===== src/design/cap_timer_pkg.sv =====
// Constants for the capture/event counter timer block.
// Assumes a 32-bit APB slave, byte addresses, one word per register.
package cap_timer_pkg;

    // ***************************************************
    // Register byte offsets
    // ***************************************************
    localparam logic [7:0] RUN_CTRL_OFS  = 8'h00;
    localparam logic [7:0] MODE_CTRL_OFS = 8'h04;
    localparam logic [7:0] OUT_CTRL_OFS  = 8'h08;
    localparam logic [7:0] EDGE_CTRL_OFS = 8'h0C;
    localparam logic [7:0] CNT_READ_OFS  = 8'h10;
    localparam logic [7:0] CC_BASE_OFS   = 8'h20;
    localparam int         NUM_CHAN      = 4;

    // ***************************************************
    // Field positions
    // ***************************************************
    localparam int CE_POS      = 7;
    localparam int CKS_LSB     = 0;
    localparam int CKS_W       = 3;
    localparam int SOFT_TRG    = 6;
    localparam int EXT_EV_EN   = 5;
    localparam int MODE_LSB    = 0;
    localparam int MODE_W      = 3;
    localparam int TRG_SEL_LSB = 0;
    localparam int EV_SEL_LSB  = 2;
    localparam int CAP_SEL_LSB = 4;

    // ***************************************************
    // Reset and clear values
    // ***************************************************
    localparam logic [7:0]  CTRL_RST    = 8'h00;
    localparam logic [15:0] CC_RST      = 16'h0000;
    localparam logic [15:0] CNT_STOPPED = 16'hFFFF;
    localparam logic [15:0] CNT_ZERO    = 16'h0000;

    // ***************************************************
    // Mode field codes and edge choices
    // ***************************************************
    localparam logic [2:0] MODE_INTERVAL = 3'h0;
    localparam logic [2:0] MODE_EXT_EVT  = 3'h1;
    localparam logic [2:0] MODE_EXT_TRG  = 3'h2;
    localparam logic [2:0] MODE_ONESHOT  = 3'h3;
    localparam logic [2:0] MODE_PWM      = 3'h4;
    localparam logic [2:0] MODE_FREERUN  = 3'h5;
    localparam logic [2:0] MODE_PWIDTH   = 3'h6;

    localparam logic [1:0] EDGE_NONE = 2'h0;
    localparam logic [1:0] EDGE_RISE = 2'h1;
    localparam logic [1:0] EDGE_FALL = 2'h2;
    localparam logic [1:0] EDGE_BOTH = 2'h3;

endpackage : cap_timer_pkg


===== src/design/edge_detect.sv =====
// Synchroniser and selectable edge detector for one input pin.
// Assumes the pin holds each level for at least two clk_sys periods.
`timescale 1ns/1ns
module edge_detect (
    // Clock and reset
    input  wire logic       clk_sys,
    input  wire logic       sys_rst,
    // Pin and edge choice
    input  wire logic       pin_in,
    input  wire logic [1:0] edge_sel,
    // One-cycle pulse per valid edge
    output logic            edge_pulse
);

    logic sync1_reg;
    logic sync2_reg;
    logic prev_reg;
    wire  rise = sync2_reg & ~prev_reg;
    wire  fall = ~sync2_reg & prev_reg;
    logic hit;

    // Edge choice: none, rising, falling or both
    always_comb begin
        case (edge_sel)
            cap_timer_pkg::EDGE_RISE: hit = rise;
            cap_timer_pkg::EDGE_FALL: hit = fall;
            cap_timer_pkg::EDGE_BOTH: hit = rise | fall;
            default:                  hit = 1'b0;
        endcase
    end

    // Two-flop synchroniser then one pulse per edge
    always_ff @(posedge clk_sys) begin
        if (sys_rst) begin
            sync1_reg  <= 1'b0;
            sync2_reg  <= 1'b0;
            prev_reg   <= 1'b0;
            edge_pulse <= 1'b0;
        end else begin
            sync1_reg  <= pin_in;
            sync2_reg  <= sync1_reg;
            prev_reg   <= sync2_reg;
            edge_pulse <= hit;
        end
    end

endmodule : edge_detect


===== src/design/capture_event_counter_timer.sv =====
// 16-bit timer/counter with four compare channels, channel 1 also capturing, APB slave.
// Assumes asynchronous pins and a 50 MHz clk_sys.
//
// The implementer's own choices: the address map and the APB interface to the registers.
`timescale 1ns/1ns
module capture_event_counter_timer (
    // Clock and reset
    input  wire logic        clk_sys,
    input  wire logic        sys_rst,
    // APB slave
    input  wire logic        psel,
    input  wire logic        penable,
    input  wire logic        pwrite,
    input  wire logic [7:0]  paddr,
    input  wire logic [31:0] pwdata,
    output logic             pready,
    output logic             pslverr,
    output logic [31:0]      prdata,
    // External pins
    input  wire logic        event_count_input,
    input  wire logic        trigger_input,
    input  wire logic        chan1_capture_input,
    output logic [3:0]       timer_out_pin,
    // Events
    output logic             chan0_match_irq
);

    // ***************************************************
    // Registers
    // ***************************************************
    logic [7:0]  run_ctrl_reg;
    logic [7:0]  mode_ctrl_reg;
    logic [7:0]  out_ctrl_reg;
    logic [7:0]  edge_ctrl_reg;
    logic [15:0] cc_reg     [cap_timer_pkg::NUM_CHAN];
    logic [15:0] shadow_reg [cap_timer_pkg::NUM_CHAN];
    logic [15:0] count_reg;
    logic [15:0] count_next;
    logic        ce_d_reg;
    logic [3:0]  toggle_reg;
    logic [7:0]  presc_reg;

    // ***************************************************
    // Field decode
    // ***************************************************
    wire       count_enable_bit = run_ctrl_reg[cap_timer_pkg::CE_POS];
    wire [2:0] clock_sel =
        run_ctrl_reg[cap_timer_pkg::CKS_LSB +: cap_timer_pkg::CKS_W];
    wire [2:0] mode_sel =
        mode_ctrl_reg[cap_timer_pkg::MODE_LSB +: cap_timer_pkg::MODE_W];
    wire       external_event_enable =
        mode_ctrl_reg[cap_timer_pkg::EXT_EV_EN];
    wire       soft_trigger_bit = mode_ctrl_reg[cap_timer_pkg::SOFT_TRG];
    wire [1:0] event_edge_sel =
        edge_ctrl_reg[cap_timer_pkg::EV_SEL_LSB +: 2];
    wire [1:0] trigger_edge_sel =
        edge_ctrl_reg[cap_timer_pkg::TRG_SEL_LSB +: 2];
    wire [1:0] capture_edge_sel =
        edge_ctrl_reg[cap_timer_pkg::CAP_SEL_LSB +: 2];

    wire ext_evt_mode = (mode_sel == cap_timer_pkg::MODE_EXT_EVT);
    wire freerun_mode = (mode_sel == cap_timer_pkg::MODE_FREERUN);
    wire pwidth_mode  = (mode_sel == cap_timer_pkg::MODE_PWIDTH);
    wire batch_mode   = (mode_sel == cap_timer_pkg::MODE_EXT_TRG) ||
                        (mode_sel == cap_timer_pkg::MODE_PWM);
    wire capture_mode = freerun_mode || pwidth_mode;

    // ***************************************************
    // Edge detectors
    // ***************************************************
    logic event_edge;
    logic trig_edge;
    logic cap_edge;

    edge_detect u_event_edge (
        .clk_sys    (clk_sys),
        .sys_rst    (sys_rst),
        .pin_in     (event_count_input),
        .edge_sel   (event_edge_sel),
        .edge_pulse (event_edge)
    );

    edge_detect u_trig_edge (
        .clk_sys    (clk_sys),
        .sys_rst    (sys_rst),
        .pin_in     (trigger_input),
        .edge_sel   (trigger_edge_sel),
        .edge_pulse (trig_edge)
    );

    edge_detect u_cap_edge (
        .clk_sys    (clk_sys),
        .sys_rst    (sys_rst),
        .pin_in     (chan1_capture_input),
        .edge_sel   (capture_edge_sel),
        .edge_pulse (cap_edge)
    );

    // ***************************************************
    // APB decode
    // ***************************************************
    function automatic logic is_cc(input logic [7:0] a);
        return (a >= cap_timer_pkg::CC_BASE_OFS) &&
               (a < cap_timer_pkg::CC_BASE_OFS + 8'h10) &&
               (a[1:0] == 2'h0);
    endfunction : is_cc

    function automatic logic [1:0] cc_index(input logic [7:0] a);
        logic [7:0] d;
        d = a - cap_timer_pkg::CC_BASE_OFS;
        return d[3:2];
    endfunction : cc_index

    wire setup  = psel & ~penable;
    wire wr_acc = psel & penable & pwrite & pready;
    wire hit_run  = (paddr == cap_timer_pkg::RUN_CTRL_OFS);
    wire hit_mode = (paddr == cap_timer_pkg::MODE_CTRL_OFS);
    wire hit_out  = (paddr == cap_timer_pkg::OUT_CTRL_OFS);
    wire hit_edge = (paddr == cap_timer_pkg::EDGE_CTRL_OFS);
    wire hit_cnt  = (paddr == cap_timer_pkg::CNT_READ_OFS);
    wire hit_cc   = is_cc(paddr);
    wire [1:0] cc_sel = cc_index(paddr);
    wire mapped = hit_run | hit_mode | hit_out | hit_edge |
                  hit_cnt | hit_cc;
    wire cnt_wr_bad = hit_cnt & pwrite;

    // Stopped counter reads as zero
    wire [15:0] cnt_view =
        count_enable_bit ? count_reg : cap_timer_pkg::CNT_ZERO;

    logic [31:0] rd_mux;
    always_comb begin
        rd_mux = 32'h0000_0000;
        if (hit_run) begin
            rd_mux[7:0] = run_ctrl_reg;
        end else if (hit_mode) begin
            rd_mux[7:0] = mode_ctrl_reg;
        end else if (hit_out) begin
            rd_mux[7:0] = out_ctrl_reg;
        end else if (hit_edge) begin
            rd_mux[7:0] = edge_ctrl_reg;
        end else if (hit_cnt) begin
            rd_mux[15:0] = cnt_view;
        end else if (hit_cc) begin
            rd_mux[15:0] = cc_reg[cc_sel];
        end
    end

    // Read data is latched whole in the setup cycle
    always_ff @(posedge clk_sys) begin
        if (sys_rst) begin
            pready  <= 1'b0;
            pslverr <= 1'b0;
            prdata  <= 32'h0000_0000;
        end else begin
            pready  <= setup;
            pslverr <= setup & (~mapped | cnt_wr_bad);
            if (setup && !pwrite) begin
                prdata <= rd_mux;
            end
        end
    end

    wire wr_ok = wr_acc & ~pslverr;
    wire wr_run  = wr_ok & hit_run;
    wire wr_mode = wr_ok & hit_mode;
    wire wr_out  = wr_ok & hit_out;
    wire wr_edge = wr_ok & hit_edge;
    wire wr_cc   = wr_ok & hit_cc;

    always_ff @(posedge clk_sys) begin
        if (sys_rst) begin
            run_ctrl_reg  <= cap_timer_pkg::CTRL_RST;
            mode_ctrl_reg <= cap_timer_pkg::CTRL_RST;
            out_ctrl_reg  <= cap_timer_pkg::CTRL_RST;
            edge_ctrl_reg <= cap_timer_pkg::CTRL_RST;
        end else begin
            if (wr_run) begin
                run_ctrl_reg <= pwdata[7:0];
            end
            if (wr_mode) begin
                mode_ctrl_reg <= pwdata[7:0];
            end
            if (wr_out) begin
                out_ctrl_reg <= pwdata[7:0];
            end
            if (wr_edge) begin
                edge_ctrl_reg <= pwdata[7:0];
            end
        end
    end

    // ***************************************************
    // Count clock selection
    // ***************************************************
    // Internal rate is clk_sys divided by 2**clock_sel
    logic [7:0] presc_mask;
    always_comb begin
        presc_mask = 8'h00;
        for (int i = 0; i < 8; i++) begin
            if (i < int'(clock_sel)) begin
                presc_mask[i] = 1'b1;
            end
        end
    end

    wire int_tick  = ((presc_reg & presc_mask) == presc_mask);
    wire use_event = ext_evt_mode | external_event_enable;
    wire tick = count_enable_bit &&
                (use_event ? event_edge : int_tick);

    always_ff @(posedge clk_sys) begin
        if (sys_rst || !count_enable_bit) begin
            presc_reg <= 8'h00;
        end else begin
            presc_reg <= presc_reg + 8'h01;
        end
    end

    // ***************************************************
    // Counter, match and capture
    // ***************************************************
    wire start    = count_enable_bit & ~ce_d_reg;
    // In pulse-width mode match0 is blocked; only the output compare still sees channel 0
    wire match0   = tick && !pwidth_mode &&
                    (count_reg == shadow_reg[0]);
    wire do_cap   = count_enable_bit & cap_edge & capture_mode;
    wire restart  = (mode_sel == cap_timer_pkg::MODE_EXT_TRG ||
                     mode_sel == cap_timer_pkg::MODE_ONESHOT) &&
                    (trig_edge | soft_trigger_bit);

    always_comb begin
        count_next = count_reg;
        if (!count_enable_bit) begin
            count_next = cap_timer_pkg::CNT_STOPPED;
        end else if (start) begin
            count_next = cap_timer_pkg::CNT_ZERO;
        end else if (do_cap && pwidth_mode) begin
            count_next = cap_timer_pkg::CNT_ZERO;
        end else if (restart) begin
            count_next = cap_timer_pkg::CNT_ZERO;
        end else if (match0 && !freerun_mode) begin
            count_next = cap_timer_pkg::CNT_ZERO;
        end else if (tick) begin
            count_next = count_reg + 16'h0001;
        end
    end

    always_ff @(posedge clk_sys) begin
        if (sys_rst) begin
            count_reg       <= cap_timer_pkg::CNT_STOPPED;
            ce_d_reg        <= 1'b0;
            chan0_match_irq <= 1'b0;
        end else begin
            count_reg       <= count_next;
            ce_d_reg        <= count_enable_bit;
            chan0_match_irq <= match0 & ~start;
        end
    end

    // ***************************************************
    // Capture/compare channels and shadows
    // ***************************************************
    // Shadow reload happens at enable, and at each channel 0
    // clear in batch modes, not at trigger restarts; otherwise it follows writes
    wire reload = start | (match0 & batch_mode);

    always_ff @(posedge clk_sys) begin
        if (sys_rst) begin
            for (int k = 0; k < cap_timer_pkg::NUM_CHAN; k++) begin
                cc_reg[k]     <= cap_timer_pkg::CC_RST;
                shadow_reg[k] <= cap_timer_pkg::CC_RST;
            end
        end else begin
            for (int k = 0; k < cap_timer_pkg::NUM_CHAN; k++) begin
                if (k == 1 && do_cap) begin
                    cc_reg[k] <= count_reg;
                end else if (wr_cc && cc_sel == 2'(k) &&
                             !(k == 1 && pwidth_mode)) begin
                    cc_reg[k] <= pwdata[15:0];
                end
                if (reload || !batch_mode) begin
                    shadow_reg[k] <= cc_reg[k];
                end
            end
        end
    end

    // ***************************************************
    // Output controller
    // ***************************************************
    logic [3:0] out_en;
    logic [3:0] out_lvl;
    logic [3:0] ch_match;
    always_comb begin
        for (int k = 0; k < 4; k++) begin
            out_en[k]   = out_ctrl_reg[2 * k];
            out_lvl[k]  = out_ctrl_reg[2 * k + 1];
            ch_match[k] = tick && (count_reg == shadow_reg[k]);
        end
    end

    always_ff @(posedge clk_sys) begin
        if (sys_rst) begin
            toggle_reg    <= 4'h0;
            timer_out_pin <= 4'h0;
        end else begin
            if (!count_enable_bit) begin
                toggle_reg <= 4'h0;
            end else begin
                toggle_reg <= toggle_reg ^ ch_match;
            end
            if (ext_evt_mode) begin
                timer_out_pin <= 4'h0;
            end else begin
                timer_out_pin <= out_en &
                                 (out_lvl ^ toggle_reg);
            end
        end
    end

endmodule : capture_event_counter_timer


===== config.mk =====
export PLATFORM = sky130hd
export DESIGN_NAME = capture_event_counter_timer
export DESIGN_NICKNAME = d
export VERILOG_FILES = /design/src/design/cap_timer_pkg.sv /design/src/design/edge_detect.sv /design/src/design/capture_event_counter_timer.sv
export SDC_FILE = /design/constraint.sdc
export NUM_CORES = 1
export LEC_CHECK = 0
export ABC_CLOCK_PERIOD_IN_PS = 10000
export BUFFER_PORTS_ARGS = -buffer_cell sky130_fd_sc_hd__buf_4
export CELL_PAD_IN_SITES_DETAIL_PLACEMENT = 1
export CELL_PAD_IN_SITES_GLOBAL_PLACEMENT = 1
export CORE_UTILIZATION = 45
export DETAILED_ROUTE_END_ITERATION = 8
export GPL_ROUTABILITY_DRIVEN = 1
export GPL_TIMING_DRIVEN = 0
export PLACE_DENSITY = 0.84
export REMOVE_ABC_BUFFERS = 1
export SYNTH_ARGS = -nofsm -noshare
export SYNTH_HDL_FRONTEND = slang
export SYNTH_SLANG_ARGS = --single-unit

===== constraint.sdc =====
create_clock -name clk_sys -period 10 [get_ports clk_sys]
set_input_delay 1 -clock clk_sys [delete_from_list [all_inputs] [get_ports clk_sys]]
set_output_delay 1 -clock clk_sys [all_outputs]
set_load 0.02 [all_outputs]

==> results.sh <==
export IMPL_clk_insertion_delay_late_ps=520
export IMPL_final_cells=1218
export IMPL_powerDensity_mw_per_mm2=165.6
export IMPL_required_ps=10130
export IMPL_min_path_type="reg -> reg"
export IMPL_post_route_drc_count=0
export IMPL_start_kind="input port"
export IMPL_irDropWorstVdd_uv=140.2
export IMPL_num_io_pins=87
export IMPL_r2r_end="cc_reg[1][4]"
export IMPL_yosysTopAreaCell="edfxtp_1"
export IMPL_synth_edf_count=128
export IMPL_cts_tree="built"
export IMPL_r2r_start="pready"
export IMPL_crit_family="simple AND/OR/NAND/NOR gates"
export IMPL_die_h_um=153.4
export IMPL_arrival_ps=4470
export IMPL_finalCritPeriodShare=0.4341
export IMPL_avgViaCountPerCell=5.891
export IMPL_period_minus_slack_ps=4341
export IMPL_end_kind="flop"
export IMPL_holdPathStages=1
export IMPL_drt_iter0_drc=634
export IMPL_cts_buffers=24
export IMPL_synth_ff_latch_count=223
export IMPL_core_mm2=0.02257
export IMPL_die_x_um=153.4
export IMPL_p_leak_nw=4.434
export IMPL_syn_to_final_growth_pct=14.42
export IMPL_portBuffers=54
export IMPL_worstPathCellList="buf_4, nand4_1, nor2_1, nand2_1, or2_1, nor4_4, buf_8, or3_1"
export IMPL_rsz0062_at_grt="no"
export IMPL_hpwl_mm=19.07
export IMPL_cpPeakStageDelay_ps=830
export IMPL_cts_max_level=1
export IMPL_yosysSeqAreaShare=0.5571
export IMPL_grt_total_usage=0.2552
export IMPL_clock_tree_root_cell="clkbuf_16"
export IMPL_num_antenna_cells=0
export IMPL_crit_start="pwrite"
export IMPL_fin_setup_tns_ps=0
export IMPL_synth_area_leaders="edfxtp_1, dfxtp_1, and2_1, xnor2_1, mux4_2"
export IMPL_final_layout_size_suffix_gt1_frac=0.1490
export IMPL_clock_sinks=223
export IMPL_synth_distinct_cells=54
export IMPL_ctsHoldBuffers=0
export IMPL_min_to="u_trig_edge.sync2_reg"
export IMPL_nets=971
export IMPL_synthCells=879
export IMPL_post_cts_setup_buffers=0
export IMPL_antenna_found_initial=0
export IMPL_detail_route_antenna_nets=0
export IMPL_hold_viol_final=0
export IMPL_setup_viol=0
export IMPL_avgSynthCellArea_um2=11.73
export IMPL_grt_pass1_vias=7562
export IMPL_reg2regPathDepth=7
export IMPL_syn_cell_area_mm2=0.01031
export IMPL_path_clk_slew_ps=60
export IMPL_dieArea_mm2=0.02353
export IMPL_yosysWarnings=0
export IMPL_rows=55
export IMPL_r2r_slack_ps=5910
export IMPL_post_place_cells=1173
export IMPL_initial_utilization=0.4569
export IMPL_path_buf_inv=2
export IMPL_routed_wl_mm=29.74
export IMPL_post_drt_wl_per_cell_um=24.42
export IMPL_drt_first_pass_iters=6
export IMPL_async_flop_share=0
export IMPL_final_setup_skew_ps=17.12
export IMPL_status="complete, no violations"
export IMPL_fillers=2321
export IMPL_criticalPathCategory="in -> reg"
export IMPL_cts_resized_gates=0
export IMPL_min_from="u_trig_edge.sync1_reg"
export IMPL_gp_congestion=0.8060
export IMPL_utilization=0.5228
export IMPL_crit_path_top_delay_cell="or3_1"
export IMPL_synth_ff_type="edfxtp_1"
export IMPL_grt_pass1_wl_mm=45.06
export IMPL_path_max_fanout=16
export IMPL_drv_slew=0
export IMPL_max_slew_margin=0.2235
export IMPL_worst_pin_slew_ps=1158
export IMPL_grt_overflow_total=0
export IMPL_clk_path_buf_depth=3
export IMPL_fmax_mhz=230.3
export IMPL_drv_cap=0
export IMPL_yosysTopAreaCellShare=0.3727
export IMPL_grt_max_degree=73
export IMPL_dr_total_vias=7175
how the worst max path moves through the flow:
stage | endpoint | slack [ps] | depth (start not counted)
after floorplan | shadow_reg[0][0] | 6310 | 5
after global placement | shadow_reg[2][8] | 4810 | 6
after detailed placement | cc_reg[1][11] | 4900 | 7
after CTS | cc_reg[1][6] | 5280 | 7
after global routing | cc_reg[1][3] | 5510 | 8
final | cc_reg[1][4] | 5660 | 8
per-layer routing:
layer | global-route usage | part of all wire | wire length [um] | vias up
met5 | 0 | 0 | 0 | -
li1 | - | - | - | 3164
met2 | 0.4479 | 0.51 | 15040 | 285
met1 | 0.3181 | 0.40 | 11890 | 3663
met3 | 0.03969 | 0.062 | 1833 | 63
met4 | 0.09238 | 0.033 | 974 | 0
worst register-to-register path: stages (launching register included):
cell,delay (ps)
dfxtp_1,340
nand4_1,150
nor2_1,700
nand2_1,310
or2_1,400
nor4_4,730
buf_8,260
or3_1,830
power breakdown:
part | internal, mW | leakage [nW] | switching, mW
clock network | 0.502 | 0.372 | 0.360
registers | 0.984 | 2.22 | 0.00937
logic | 0.0373 | 1.84 | 0.0618
area by class of cell:
| type | instances | area (um^2) | area share |
|---|---|---|---|
| repair buffers | 66 | 616.8 | 0.05227 |
| clock buffers | 35 | 686.9 | 0.05821 |
| well taps | 285 | 356.6 | 0.03022 |
| flip-flops and latches | 223 | 5746 | 0.4869 |
| clock inverters | 9 | 68.82 | 0.005831 |
| multi-input cells | 586 | 4274 | 0.3622 |
| inverters | 14 | 52.55 | 0.004453 |
synthesized netlist by cell type, drive strengths merged, types with 9 or more instances:
cell type / count
mux4: 19
mux2i: 28
xor2: 24
a221oi: 14
inv: 14
nor2: 72
nand3: 14
and3: 9
edfxtp: 128
buf: 24
nand4: 26
and2: 115
a22o: 24
nor3: 14
o21ai: 19
nand2b: 15
a21oi: 18
dfxtp: 95
clkbuf: 47
nand2: 30
xnor2: 67
metrics by stage:
stage                     total power [mW]  setup WS (ps)  area, um^2  hold WS [ps]
after detailed placement             1.109           4896       11030         427.4
after global routing                 2.003           5514       11800         454.3
after CTS                            1.960           5284       11790         441.0
after global placement               1.101           4806       10790         418.7
after floorplan                      1.055           6313       10030         413.8
final                                1.954           5659       11800         433.6
layout by cell type (no fill, tap or decap), types with 4 or more instances in the layout:
master     netlist  final
a21oi_1         18     17
a221o_1          5      5
a221oi_1        14     14
a22o_1          24     24
and2_1         115    115
and3_1           9      9
buf_4           16     54
buf_8            0      5
clkbuf_1        47      7
clkbuf_16        0     25
clkinv_1         0      4
conb_1           1     16
dfxtp_1         95     95
edfxtp_1       128    128
ha_1             8      8
inv_1           13     13
mux2_2           5      5
mux2i_1         28     28
mux4_2          19     19
nand2_1         30     30
nand2b_1        15     15
nand3_1         14     14
nand4_1         26     26
nor2_1          69     66
nor2b_1          7      7
nor3_1          14     13
nor4_1           6      6
o21ai_0          6      6
o21ai_1         13     13
or3_1            4      4
xnor2_1         67     67
xor2_1          24     24
logic make-up (layout without fill, tap and decap cells):
group                      count (synthesis)  count (layout)  share of synthesized area
AOI/OAI and AO/OA                         96              96                    0.06733
xor gates and xnor gates                  91              91                    0.07728
adders and majority gates                  8               8                   0.009706
buffers and inverters                     85             124                    0.03821
DFF                                      223             223                     0.5571
muxes                                     52              52                    0.07412
other                                      1              16                  0.0003636
and+or+nand+nor                          323             323                     0.1759
No activity file was read; power rests on OpenSTA's default activity.
